## src/hw/pbio_pkg.sv

```systemverilog
// Package for the general-purpose pin port with input remapping.
// Assumes one 50 MHz system clock and an AXI4-Lite master with 16 address bits used.
package pbio_pkg;
    localparam int          ADDR_W = 16;
    localparam int          PINS   = 16;
    localparam int          SEL_W  = 4;

    localparam logic [15:0] OFS_ANALOG   = 16'h6100;
    localparam logic [15:0] OFS_DIR      = 16'h6110;
    localparam logic [15:0] OFS_LEVEL    = 16'h6120;
    localparam logic [15:0] OFS_LATCH    = 16'h6130;
    localparam logic [15:0] OFS_ODC      = 16'h6140;
    localparam logic [15:0] OFS_PU       = 16'h6150;
    localparam logic [15:0] OFS_PD       = 16'h6160;
    localparam logic [15:0] OFS_CNCON    = 16'h6170;
    localparam logic [15:0] OFS_CNEN     = 16'h6180;
    localparam logic [15:0] OFS_CNSTAT   = 16'h6190;
    localparam logic [15:0] OFS_IRQSTAT  = 16'h61a0;
    localparam logic [15:0] OFS_IRQMASK  = 16'h61b0;
    localparam logic [15:0] OFS_INSEL0   = 16'h6200;
    localparam logic [15:0] INSEL_STRIDE = 16'h0010;

    localparam logic [1:0]  OP_WRITE = 2'h0;
    localparam logic [1:0]  OP_CLR   = 2'h1;
    localparam logic [1:0]  OP_SET   = 2'h2;
    localparam logic [1:0]  OP_INV   = 2'h3;

    localparam logic [15:0] PIN_MASK_FULL    = 16'hffff;
    localparam logic [15:0] PIN_MASK_REDUCED = 16'hefbf;
    localparam logic [15:0] ANALOG_MASK      = 16'hf00f;
    localparam logic [15:0] CNCON_MASK       = 16'ha000;
    localparam int          CN_ON_BIT        = 15;
    localparam int          CN_IDLE_BIT      = 13;
    localparam logic [15:0] RST_DIR          = 16'hffff;
    localparam logic [15:0] RST_ZERO         = 16'h0000;
    localparam logic [15:0] RST_LATCH        = 16'h0000;

    localparam logic [1:0]  RESP_OKAY   = 2'h0;
    localparam logic [1:0]  RESP_DECERR = 2'h3;

    typedef struct packed {
        logic              awvalid;
        logic [ADDR_W-1:0] awaddr;
        logic              wvalid;
        logic [31:0]       wdata;
        logic [3:0]        wstrb;
        logic              bready;
        logic              arvalid;
        logic [ADDR_W-1:0] araddr;
        logic              rready;
    } pbio_axi_req_t;

    typedef struct packed {
        logic        awready;
        logic        wready;
        logic        bvalid;
        logic [1:0]  bresp;
        logic        arready;
        logic        rvalid;
        logic [31:0] rdata;
        logic [1:0]  rresp;
    } pbio_axi_rsp_t;
endpackage

```

## src/hw/pbio_port_b_remap.sv

```systemverilog
// Sixteen-pin port with its control registers, input remapping and change-notice interrupt.
// Assumes pins are external and asynchronous; peripheral outputs come from the same clock.
//
// Local design decision: the AXI4-Lite slave port.
module pbio_port_b_remap import pbio_pkg::*; #(
    parameter int NUM_INPUTS = 4,
    parameter bit REDUCED    = 1'b0
) (
    input  wire logic                  clk,
    input  wire logic                  reset,
    input  wire pbio_axi_req_t         axiReq,
    output pbio_axi_rsp_t              axiRsp,
    input  wire logic [PINS-1:0]       pinIn,
    output logic [PINS-1:0]            pinOut,
    output logic [PINS-1:0]            pinOutEnN,
    output logic [PINS-1:0]            pullUpEn,
    output logic [PINS-1:0]            pullDownEn,
    output logic [PINS-1:0]            analogEn,
    input  wire logic [PINS-1:0]       periphOutEn,
    input  wire logic [PINS-1:0]       periphOutVal,
    input  wire logic                  idleMode,
    output logic [NUM_INPUTS-1:0]      remapIn,
    output logic                       irq
);
    typedef struct packed {
        logic [NUM_INPUTS-1:0][SEL_W-1:0] insel;
        logic [15:0]                      analog;
        logic [15:0]                      dir;
        logic [15:0]                      latch;
        logic [15:0]                      odc;
        logic [15:0]                      pu;
        logic [15:0]                      pd;
        logic [15:0]                      cncon;
        logic [15:0]                      cnen;
        logic [15:0]                      cnstat;
        logic [15:0]                      irqStat;
        logic [15:0]                      irqMask;
        logic [15:0]                      s1;
        logic [15:0]                      s2;
        logic [15:0]                      s3;
        logic [15:0]                      level;
        logic [NUM_INPUTS-1:0]            remap;
        logic                             awHave;
        logic [ADDR_W-1:0]                awAddr;
        logic                             wHave;
        logic [31:0]                      wData;
        logic [3:0]                       wStrb;
        logic                             bValid;
        logic [1:0]                       bResp;
        logic                             rValid;
        logic [31:0]                      rData;
        logic [1:0]                       rResp;
        logic [15:0]                      pinOut;
        logic [15:0]                      pinOeN;
    } pbio_state_t;

    localparam logic [15:0] IMPL_MASK  = REDUCED ? PIN_MASK_REDUCED : PIN_MASK_FULL;
    localparam logic [15:0] DIR_RESET  = RST_DIR & IMPL_MASK;
    localparam logic [15:0] ANLG_RESET = ANALOG_MASK & IMPL_MASK;

    pbio_state_t st_r;
    pbio_state_t st_nxt;

    // Alias operations act only on the byte lanes that the strobes enable.
    function automatic logic [15:0] applyOp(input logic [15:0] old, input logic [15:0] d,
                                            input logic [15:0] m, input logic [1:0] op);
        logic [15:0] r;
        r = old;
        case (op)
            OP_WRITE: r = (old & ~m) | (d & m);
            OP_CLR:   r = old & ~(d & m);
            OP_SET:   r = old | (d & m);
            OP_INV:   r = old ^ (d & m);
            default:  r = old;
        endcase
        return r;
    endfunction

    logic              wrFire;
    logic              rdFire;
    logic [15:0]       wrBase;
    logic [1:0]        wrOp;
    logic [15:0]       wrData;
    logic [15:0]       wrMask;
    logic [15:0]       rdBase;
    logic [1:0]        rdOp;
    logic [15:0]       levelNew;
    logic [15:0]       cnEvent;
    logic [15:0]       periphWin;
    logic [15:0]       drvVal;
    logic              wrHit;
    logic              rdHit;
    logic [15:0]       rdVal;
    logic              clrCn;
    logic              clrIrq;
    logic [15:0]       selNew;

    always_comb begin
        st_nxt   = st_r;
        wrFire   = st_r.awHave && st_r.wHave && !st_r.bValid;
        rdFire   = axiReq.arvalid && !st_r.rValid;
        wrBase   = {st_r.awAddr[15:4], 4'h0};
        wrOp     = st_r.awAddr[3:2];
        wrData   = st_r.wData[15:0];
        wrMask   = {{8{st_r.wStrb[1]}}, {8{st_r.wStrb[0]}}} & IMPL_MASK;
        rdBase   = {axiReq.araddr[15:4], 4'h0};
        rdOp     = axiReq.araddr[3:2];
        wrHit    = 1'b0;
        rdHit    = 1'b0;
        rdVal    = 16'h0000;
        clrCn    = 1'b0;
        clrIrq   = 1'b0;
        selNew   = 16'h0000;

        // The first stage only feeds the second, so the filter sees settled values only.
        st_nxt.s1 = pinIn;
        st_nxt.s2 = st_r.s1;
        st_nxt.s3 = st_r.s2;
        levelNew  = st_r.level;
        for (int i = 0; i < PINS; i++) begin
            if (st_r.s2[i] == st_r.s3[i]) begin
                levelNew[i] = st_r.s3[i];
            end
        end
        st_nxt.level = levelNew & IMPL_MASK;
        cnEvent = (levelNew ^ st_r.level) & st_r.cnen & IMPL_MASK;
        if (!st_r.cncon[CN_ON_BIT] || (st_r.cncon[CN_IDLE_BIT] && idleMode)) begin
            cnEvent = 16'h0000;
        end

        if (axiReq.awvalid && !st_r.awHave && !st_r.bValid) begin
            st_nxt.awHave = 1'b1;
            st_nxt.awAddr = axiReq.awaddr;
        end
        if (axiReq.wvalid && !st_r.wHave && !st_r.bValid) begin
            st_nxt.wHave = 1'b1;
            st_nxt.wData = axiReq.wdata;
            st_nxt.wStrb = axiReq.wstrb;
        end
        if (wrFire) begin
            wrHit = 1'b1;
            case (wrBase)
                OFS_ANALOG: st_nxt.analog = applyOp(st_r.analog, wrData, wrMask & ANALOG_MASK,
                                                    wrOp);
                OFS_DIR:    st_nxt.dir   = applyOp(st_r.dir, wrData, wrMask, wrOp);
                OFS_LEVEL:  st_nxt.latch = applyOp(st_r.latch, wrData, wrMask, wrOp);
                OFS_LATCH:  st_nxt.latch = applyOp(st_r.latch, wrData, wrMask, wrOp);
                OFS_ODC:    st_nxt.odc   = applyOp(st_r.odc, wrData, wrMask, wrOp);
                OFS_PU:     st_nxt.pu    = applyOp(st_r.pu, wrData, wrMask, wrOp);
                OFS_PD:     st_nxt.pd    = applyOp(st_r.pd, wrData, wrMask, wrOp);
                OFS_CNCON:  st_nxt.cncon = applyOp(st_r.cncon, wrData, wrMask & CNCON_MASK, wrOp);
                OFS_CNEN:   st_nxt.cnen  = applyOp(st_r.cnen, wrData, wrMask, wrOp);
                OFS_IRQMASK: st_nxt.irqMask = applyOp(st_r.irqMask, wrData, wrMask, wrOp);
                OFS_CNSTAT, OFS_IRQSTAT: wrHit = 1'b1;
                default: begin
                    wrHit = 1'b0;
                    for (int i = 0; i < NUM_INPUTS; i++) begin
                        if (wrBase == 16'(OFS_INSEL0 + 16'(i) * INSEL_STRIDE)) begin
                            wrHit = 1'b1;
                            selNew = applyOp({12'h000, st_r.insel[i]}, wrData,
                                             {12'h000, {4{st_r.wStrb[0]}}}, wrOp);
                            st_nxt.insel[i] = selNew[SEL_W-1:0];
                        end
                    end
                end
            endcase
            st_nxt.awHave = 1'b0;
            st_nxt.wHave  = 1'b0;
            st_nxt.bValid = 1'b1;
            st_nxt.bResp  = wrHit ? RESP_OKAY : RESP_DECERR;
        end
        if (st_r.bValid && axiReq.bready) begin
            st_nxt.bValid = 1'b0;
        end

        if (rdFire) begin
            rdHit = 1'b1;
            case (rdBase)
                OFS_ANALOG:  rdVal = st_r.analog;
                OFS_DIR:     rdVal = st_r.dir;
                OFS_LEVEL:   rdVal = st_r.level;
                OFS_LATCH:   rdVal = st_r.latch;
                OFS_ODC:     rdVal = st_r.odc;
                OFS_PU:      rdVal = st_r.pu;
                OFS_PD:      rdVal = st_r.pd;
                OFS_CNCON:   rdVal = st_r.cncon;
                OFS_CNEN:    rdVal = st_r.cnen;
                OFS_CNSTAT:  rdVal = st_r.cnstat;
                OFS_IRQSTAT: rdVal = st_r.irqStat;
                OFS_IRQMASK: rdVal = st_r.irqMask;
                default: begin
                    rdHit = 1'b0;
                    for (int i = 0; i < NUM_INPUTS; i++) begin
                        if (rdBase == 16'(OFS_INSEL0 + 16'(i) * INSEL_STRIDE)) begin
                            rdHit = 1'b1;
                            rdVal = {12'h000, st_r.insel[i]};
                        end
                    end
                end
            endcase
            // Alias addresses are write-only views; reading them returns zero.
            if (rdOp != OP_WRITE) begin
                rdVal = 16'h0000;
            end
            clrCn  = rdHit && rdOp == OP_WRITE && rdBase == OFS_LEVEL;
            clrIrq = rdHit && rdOp == OP_WRITE && rdBase == OFS_IRQSTAT;
            st_nxt.rValid = 1'b1;
            st_nxt.rData  = {16'h0000, rdVal};
            st_nxt.rResp  = rdHit ? RESP_OKAY : RESP_DECERR;
        end else if (st_r.rValid && axiReq.rready) begin
            st_nxt.rValid = 1'b0;
        end

        // A change arriving with the clearing read is kept: set wins over clear.
        st_nxt.cnstat  = (clrCn ? 16'h0000 : st_r.cnstat) | cnEvent;
        st_nxt.irqStat = (clrIrq ? 16'h0000 : st_r.irqStat) | cnEvent;

        // Remapped peripherals take the pin ahead of the latch, but never an analog pin.
        periphWin = periphOutEn & ~st_r.analog & IMPL_MASK;
        drvVal    = (periphWin & periphOutVal) | (~periphWin & st_r.latch);
        st_nxt.pinOut  = drvVal & IMPL_MASK;
        st_nxt.pinOeN  = ~((periphWin | ~st_r.dir) & ~st_r.analog & IMPL_MASK)
                         | (st_r.odc & drvVal);
        for (int i = 0; i < NUM_INPUTS; i++) begin
            st_nxt.remap[i] = st_r.level[st_r.insel[i]] & ~st_r.analog[st_r.insel[i]];
        end

        if (reset) begin
            st_nxt         = '0;
            st_nxt.dir     = DIR_RESET;
            st_nxt.analog  = ANLG_RESET;
            st_nxt.latch   = RST_LATCH;
            st_nxt.odc     = RST_ZERO;
            st_nxt.pinOeN  = 16'hffff;
        end
    end

    always_ff @(posedge clk) begin
        st_r <= st_nxt;
    end

    assign axiRsp.awready = !st_r.awHave && !st_r.bValid;
    assign axiRsp.wready  = !st_r.wHave && !st_r.bValid;
    assign axiRsp.bvalid  = st_r.bValid;
    assign axiRsp.bresp   = st_r.bResp;
    assign axiRsp.arready = !st_r.rValid;
    assign axiRsp.rvalid  = st_r.rValid;
    assign axiRsp.rdata   = st_r.rData;
    assign axiRsp.rresp   = st_r.rResp;
    assign pinOut         = st_r.pinOut;
    assign pinOutEnN      = st_r.pinOeN;
    assign pullUpEn       = st_r.pu;
    assign pullDownEn     = st_r.pd;
    assign analogEn       = st_r.analog;
    assign remapIn        = st_r.remap;
    assign irq            = |(st_r.irqStat & st_r.irqMask);

    logic sel0Level;
    assign sel0Level = st_r.level[st_r.insel[0]] & ~st_r.analog[st_r.insel[0]];
endmodule

```

## config.mk

```make
export PLATFORM = sky130hd
export DESIGN_NAME = pbio_port_b_remap
export DESIGN_NICKNAME = d
export VERILOG_FILES = /design/src/hw/pbio_pkg.sv /design/src/hw/pbio_port_b_remap.sv
export SDC_FILE = /design/constraint.sdc
export NUM_CORES = 1
export LEC_CHECK = 0
export BUFFER_PORTS_ARGS = -buffer_cell sky130_fd_sc_hd__clkbuf_2
export CORE_AREA = 5 5 277 279
export DETAILED_ROUTE_END_ITERATION = 8
export DIE_AREA = 0 0 282 284
export HOLD_SLACK_MARGIN = 0.05
export SETUP_SLACK_MARGIN = 0.4
export SLEW_MARGIN = 20
export SYNTH_ARGS = -nofsm -noshare
export SYNTH_HDL_FRONTEND = slang
export SYNTH_SLANG_ARGS = --single-unit
```

## constraint.sdc

```tcl
create_clock -name clk -period 6.5 [get_ports clk]
set_input_delay 0.975 -clock clk [delete_from_list [all_inputs] [get_ports clk]]
set_output_delay 0.975 -clock clk [all_outputs]
set_load 0.1 [all_outputs]
```

Word-level counts from Yosys, hierarchy flattened. Index checks and enable logic that the tools add are counted.

Flip-flop bits (word level): 350. Bits of input ports: 124. Output and inout port bits: 126. Logic and storage cells: 306.

Order comparisons: 4. Equal/unequal tests: 51. Muxes and demuxes: 72. Bitwise gates (word level): 103. Reduce and logical (&&, ||, !) cells: 44.

Operator list (count): 16-bit case mux with 4 select lines (9); 16-bit AND (28); 12-bit by 11-bit equality test with 1-bit output (second input constant) (32); 16-bit bitwise OR (23); 16-bit case mux with 12 select lines (1); 16-bit inverter (10); 16-bit bitwise XOR (10); 16-bit two-way mux (7); 4-bit case mux with 4 select lines (4); 1-bit two-way mux (40); 4-bit AND (9); 1-bit binary-select mux with 4-bit select (8); 4-bit bitwise OR (8); 12-bit OR reduction (2); 4-bit by 5-bit < comparator with 1-bit output (second input constant) (4); 2-bit AND reduction (9); 1-bit equality test (16); 16-bit OR reduction (1); 4-bit bitwise XOR (4); 1-bit logical AND (15); 3-bit AND reduction (4); 4-bit inverter (2); 2-bit OR reduction (3); 1-bit logical NOT (5); other kinds (9) (20).

Depth between registers and ports, before layout.
Word-level depth: 12. Mapped depth: 9. Depth with buffers taken out: 7.

Worst setup path after synthesis. No wires, ideal clock.

Path type: reg2reg. Start: reg st_r (netlist bit axiRsp[38]). End: reg st_r[79] (netlist bit). Setup time: 0.070 ns. Arrival: 2.641 ns. Data required time: 6.430 ns. Setup slack: 3.788 ns. Cell stages (with the launch flop): 7. Buffers on the path: 2. Clock period less this slack: 2.712 ns. Cells stage by stage: dfxtp_1 -> nor2_1 -> and2_1 -> clkbuf_1 -> buf_1 -> nand2_1 -> a21oi_1.

Cells in the longest elaborated chain, start to end: 2.

RTL lines: from (decl) (line pbio_port_b_remap.sv:61) `pbio_state_t st_r;`; from (signal assigned) (line pbio_port_b_remap.sv:239) `st_r <= st_nxt;`; 1-bit logical NOT (line pbio_port_b_remap.sv:135) `if (axiReq.wvalid && !st_r.wHave && !st_r.bValid) begin`; 1-bit logical AND (line pbio_port_b_remap.sv:135).

No other way between the ends. A chain may end at the register's enable or synchronous reset.

Worst setup path in the final report.
Start: reg st_r[206] (netlist bit). End: out irq.

Cells in the longest elaborated chain, start to end: 2.

RTL lines: 16-bit AND (line pbio_port_b_remap.sv:256) `assign irq = |(st_r.irqStat & st_r.irqMask);`; 16-bit OR reduction (line pbio_port_b_remap.sv:256); to (decl) (line pbio_port_b_remap.sv:23) `output logic irq`.

No other way between the ends.

==> out/results.txt <==
Final Max Tran Viols -> 0
number of I/O pins -> 250
Seq/Total Area, Yosys -> 35.6%
Post-Syn Instances -> 2,119
complex-gate fraction of the synthesized area -> 24.2%
first-pass GRT wire length -> 101 mm
Yosys reg bits -> 324
Clock Skew -> 0.0166 ns
mapped cell area -> 18,200 um2
drt total wl -> 69.3 mm
DR iter-0 viols -> 1,353
Setup Fix Bufs, Post-CTS -> 0
Clock Pin Slew Worst Setup and Hold Paths -> 0.06 ns
Synth area leader -> dfxtp_1
asr flop ratio synth -> 0%
post-route ant nets -> 0
worst-path fanout max -> 4
Rows -> 100
share of Yosys cell area claimed by the top area cell type -> 35.6%
gr ovfl total -> 0
Die Span Y -> 284 um
synth-to-layout area growth -> 13.9%
outcome -> completed
H-tree depth -> 2
required time worst endpoint -> 5.52 ns
initial antenna violation count -> 1
minimum clock period -> 3.26 ns
Hold Fails Final Rpt -> 0
DRC -> 0
drt wl/cell -> 21.9 um
most frequent cells after synthesis -> dfxtp_1, a21oi_1, nand2_1
Root Buffer -> clkbuf_16
CTS tree -> built
via/cell ratio -> 5.10
Post-synth EDFFs -> 0
share of cells above drive strength 1 -> 15.9%
placed cells -> 3,089
critical path class -> flop to output port
top cells by area, synth -> dfxtp_1, ha_1, a21oi_1
Tcrit/Tclk final -> 50.2%
Final Util -> 28.1%
clk sinks -> 324
Synth warnings -> 0
max-cap check violation count -> 0
Initial Utilization -> 24.7%
power density cells -> 241 nW/um2
port bufs -> 203
Peak Freq -> 0.306 GHz
Max rail drop VDD -> 169 uV
# setup viols final -> 0
via count -> 16,100
Leak -> 7.87 nW
vias in the first global route -> 14,900
total track usage -> 16.6%
slew at the pin closest to its max-slew limit -> 1.13 ns
worst path arrival time -> 2.29 ns
Synth cell types -> 70
Worst setup EP type -> output port
Layout Cells excl Fill -> 3,168
PostCTS Resize Cnt -> 0
worst-skew pair later-pin latency -> 0.59 ns
largest net degree at the start of global routing -> 91
routability cong. -> 0.931
top-count cell post-synth -> dfxtp_1
Hold Crit Class -> flop to flop
Synth Area in Adders -> 9.47%
Core Area -> 73,900 um2
largest family of logic cells by synthesized area -> compound AO/OA/AOI/OAI gates
drt first pass iters -> 6
post-synthesis xor/xnor area fraction -> 0%
ys flop type -> dfxtp_1
multiplexer area fraction after synthesis -> 6.55%
Slew headroom -> 24.4%
die area -> 80,100 um2
placed inst area -> 19,300 um2
simple-gate share of the synthesized area -> 15.6%
final net count -> 2,427
hold buffers post-CTS -> 0
Die X -> 282 um
Startpoint Class -> flop
Synth Area per Inst -> 8.60 um2
Setup TNS -> 0 ns
CTS Buf Count -> 43
Max clock buf depth -> 3
final instance area -> 20,800 um2
RSZ-0062 raised after global routing -> false
DP Wirelength -> 50.1 mm
==> per-layer routing <==
layer / part of all wire, % / global-route usage (%)
met5: 0.019 / 0
met4: 3.2 / 5.21
met2: 46 / 26.7
met3: 7.4 / 3.32
met1: 43 / 22.3
==> worst paths after layout <==
path | endpoint | from | cells past startpoint | slack [ns]
max | irq | st_r[206]$_SDFFE_PP0P_ | 4 | 3.24
min | st_r[160]$_SDFF_PP0_ | st_r[176]$_SDFF_PP0_ | 1 | 0.44
max reg2reg | analogEn[1]$_SDFFE_PP1P_ | st_r[70]$_SDFFE_PP0P_ | 5 | 3.58
min reg2reg | st_r[160]$_SDFF_PP0_ | st_r[176]$_SDFF_PP0_ | 1 | 0.44
==> where the power goes <==
group / total, mW / internal [mW] / switching, mW
logic: 0.505 / 0.125 / 0.380
registers: 2.07 / 2.02 / 0.0520
clock network: 2.43 / 1.45 / 0.984
total: 5.01 / 3.60 / 1.42
==> registers in the layout, summed over array words and instances (netlist names) <==
register and cells:
st_r 228, axiRsp 20, pinOut 16, pullUpEn 16, pullDownEn 16, analogEn 8, remapIn 4, pinOutEnN 16
==> critical path, cell delays in order (launching register included) <==
cell and delay [ns]:
dfxtp_1 0.36, a22o_1 0.25, a221oi_1 0.36, nand4_1 0.28
clkbuf_2 0.45
==> cell families after synthesis <==
group	count (synthesis)
AO/OA/AOI/OAI	704
adder cells (fa/ha/maj)	138
buffers and inverters	286
flip-flops	324
multiplexers	79
other	1
AND/OR/NAND/NOR	587
==> layout make-up <==
type / instances / area (um2)
Antenna cell: 1 / 2.50
Clock buffer: 69 / 1330
Clock inverter: 9 / 109
Fill cell: 7921 / 53200
Inverter: 39 / 146
Multi-Input combinational cell: 1532 / 10300
Sequential cell: 324 / 6490
Tap cell: 969 / 1210
Timing Repair Buffer: 225 / 1190
==> stage by stage <==
step	power [mW]	worst slack, ns	hold slack (ns)
6_report	5.01	3.24	0.440
3_5_place_dp	2.62	2.89	0.438
4_1_cts	5.07	3.22	0.436
2_1_floorplan	2.48	3.79	0.414
3_3_place_gp	2.61	2.88	0.425
5_1_grt	5.19	3.22	0.460
==> cells in the final DEF (no fill, tap or decap), drive strengths merged, types with 4 or more instances in the layout <==
master   instances
a211oi           8
a21o            22
a21oi          307
a221o           26
a221oi          12
a22o            47
a22oi           17
a2bb2oi          5
a31oi            7
and2             9
and3             4
buf             24
clkbuf         270
clkinv           4
conb            24
dfxtp          324
ha             138
inv             41
mux2i           44
mux4            32
nand2          256
nand2b          34
nand3           36
nand3b          20
nand4            8
nor2           119
nor2b           63
nor3            10
nor3b            4
nor4             4
nor4bb           4
o21ai          146
o221ai           8
o22ai            4
o2bb2ai         71
No activity file was read; power rests on OpenSTA's default activity.
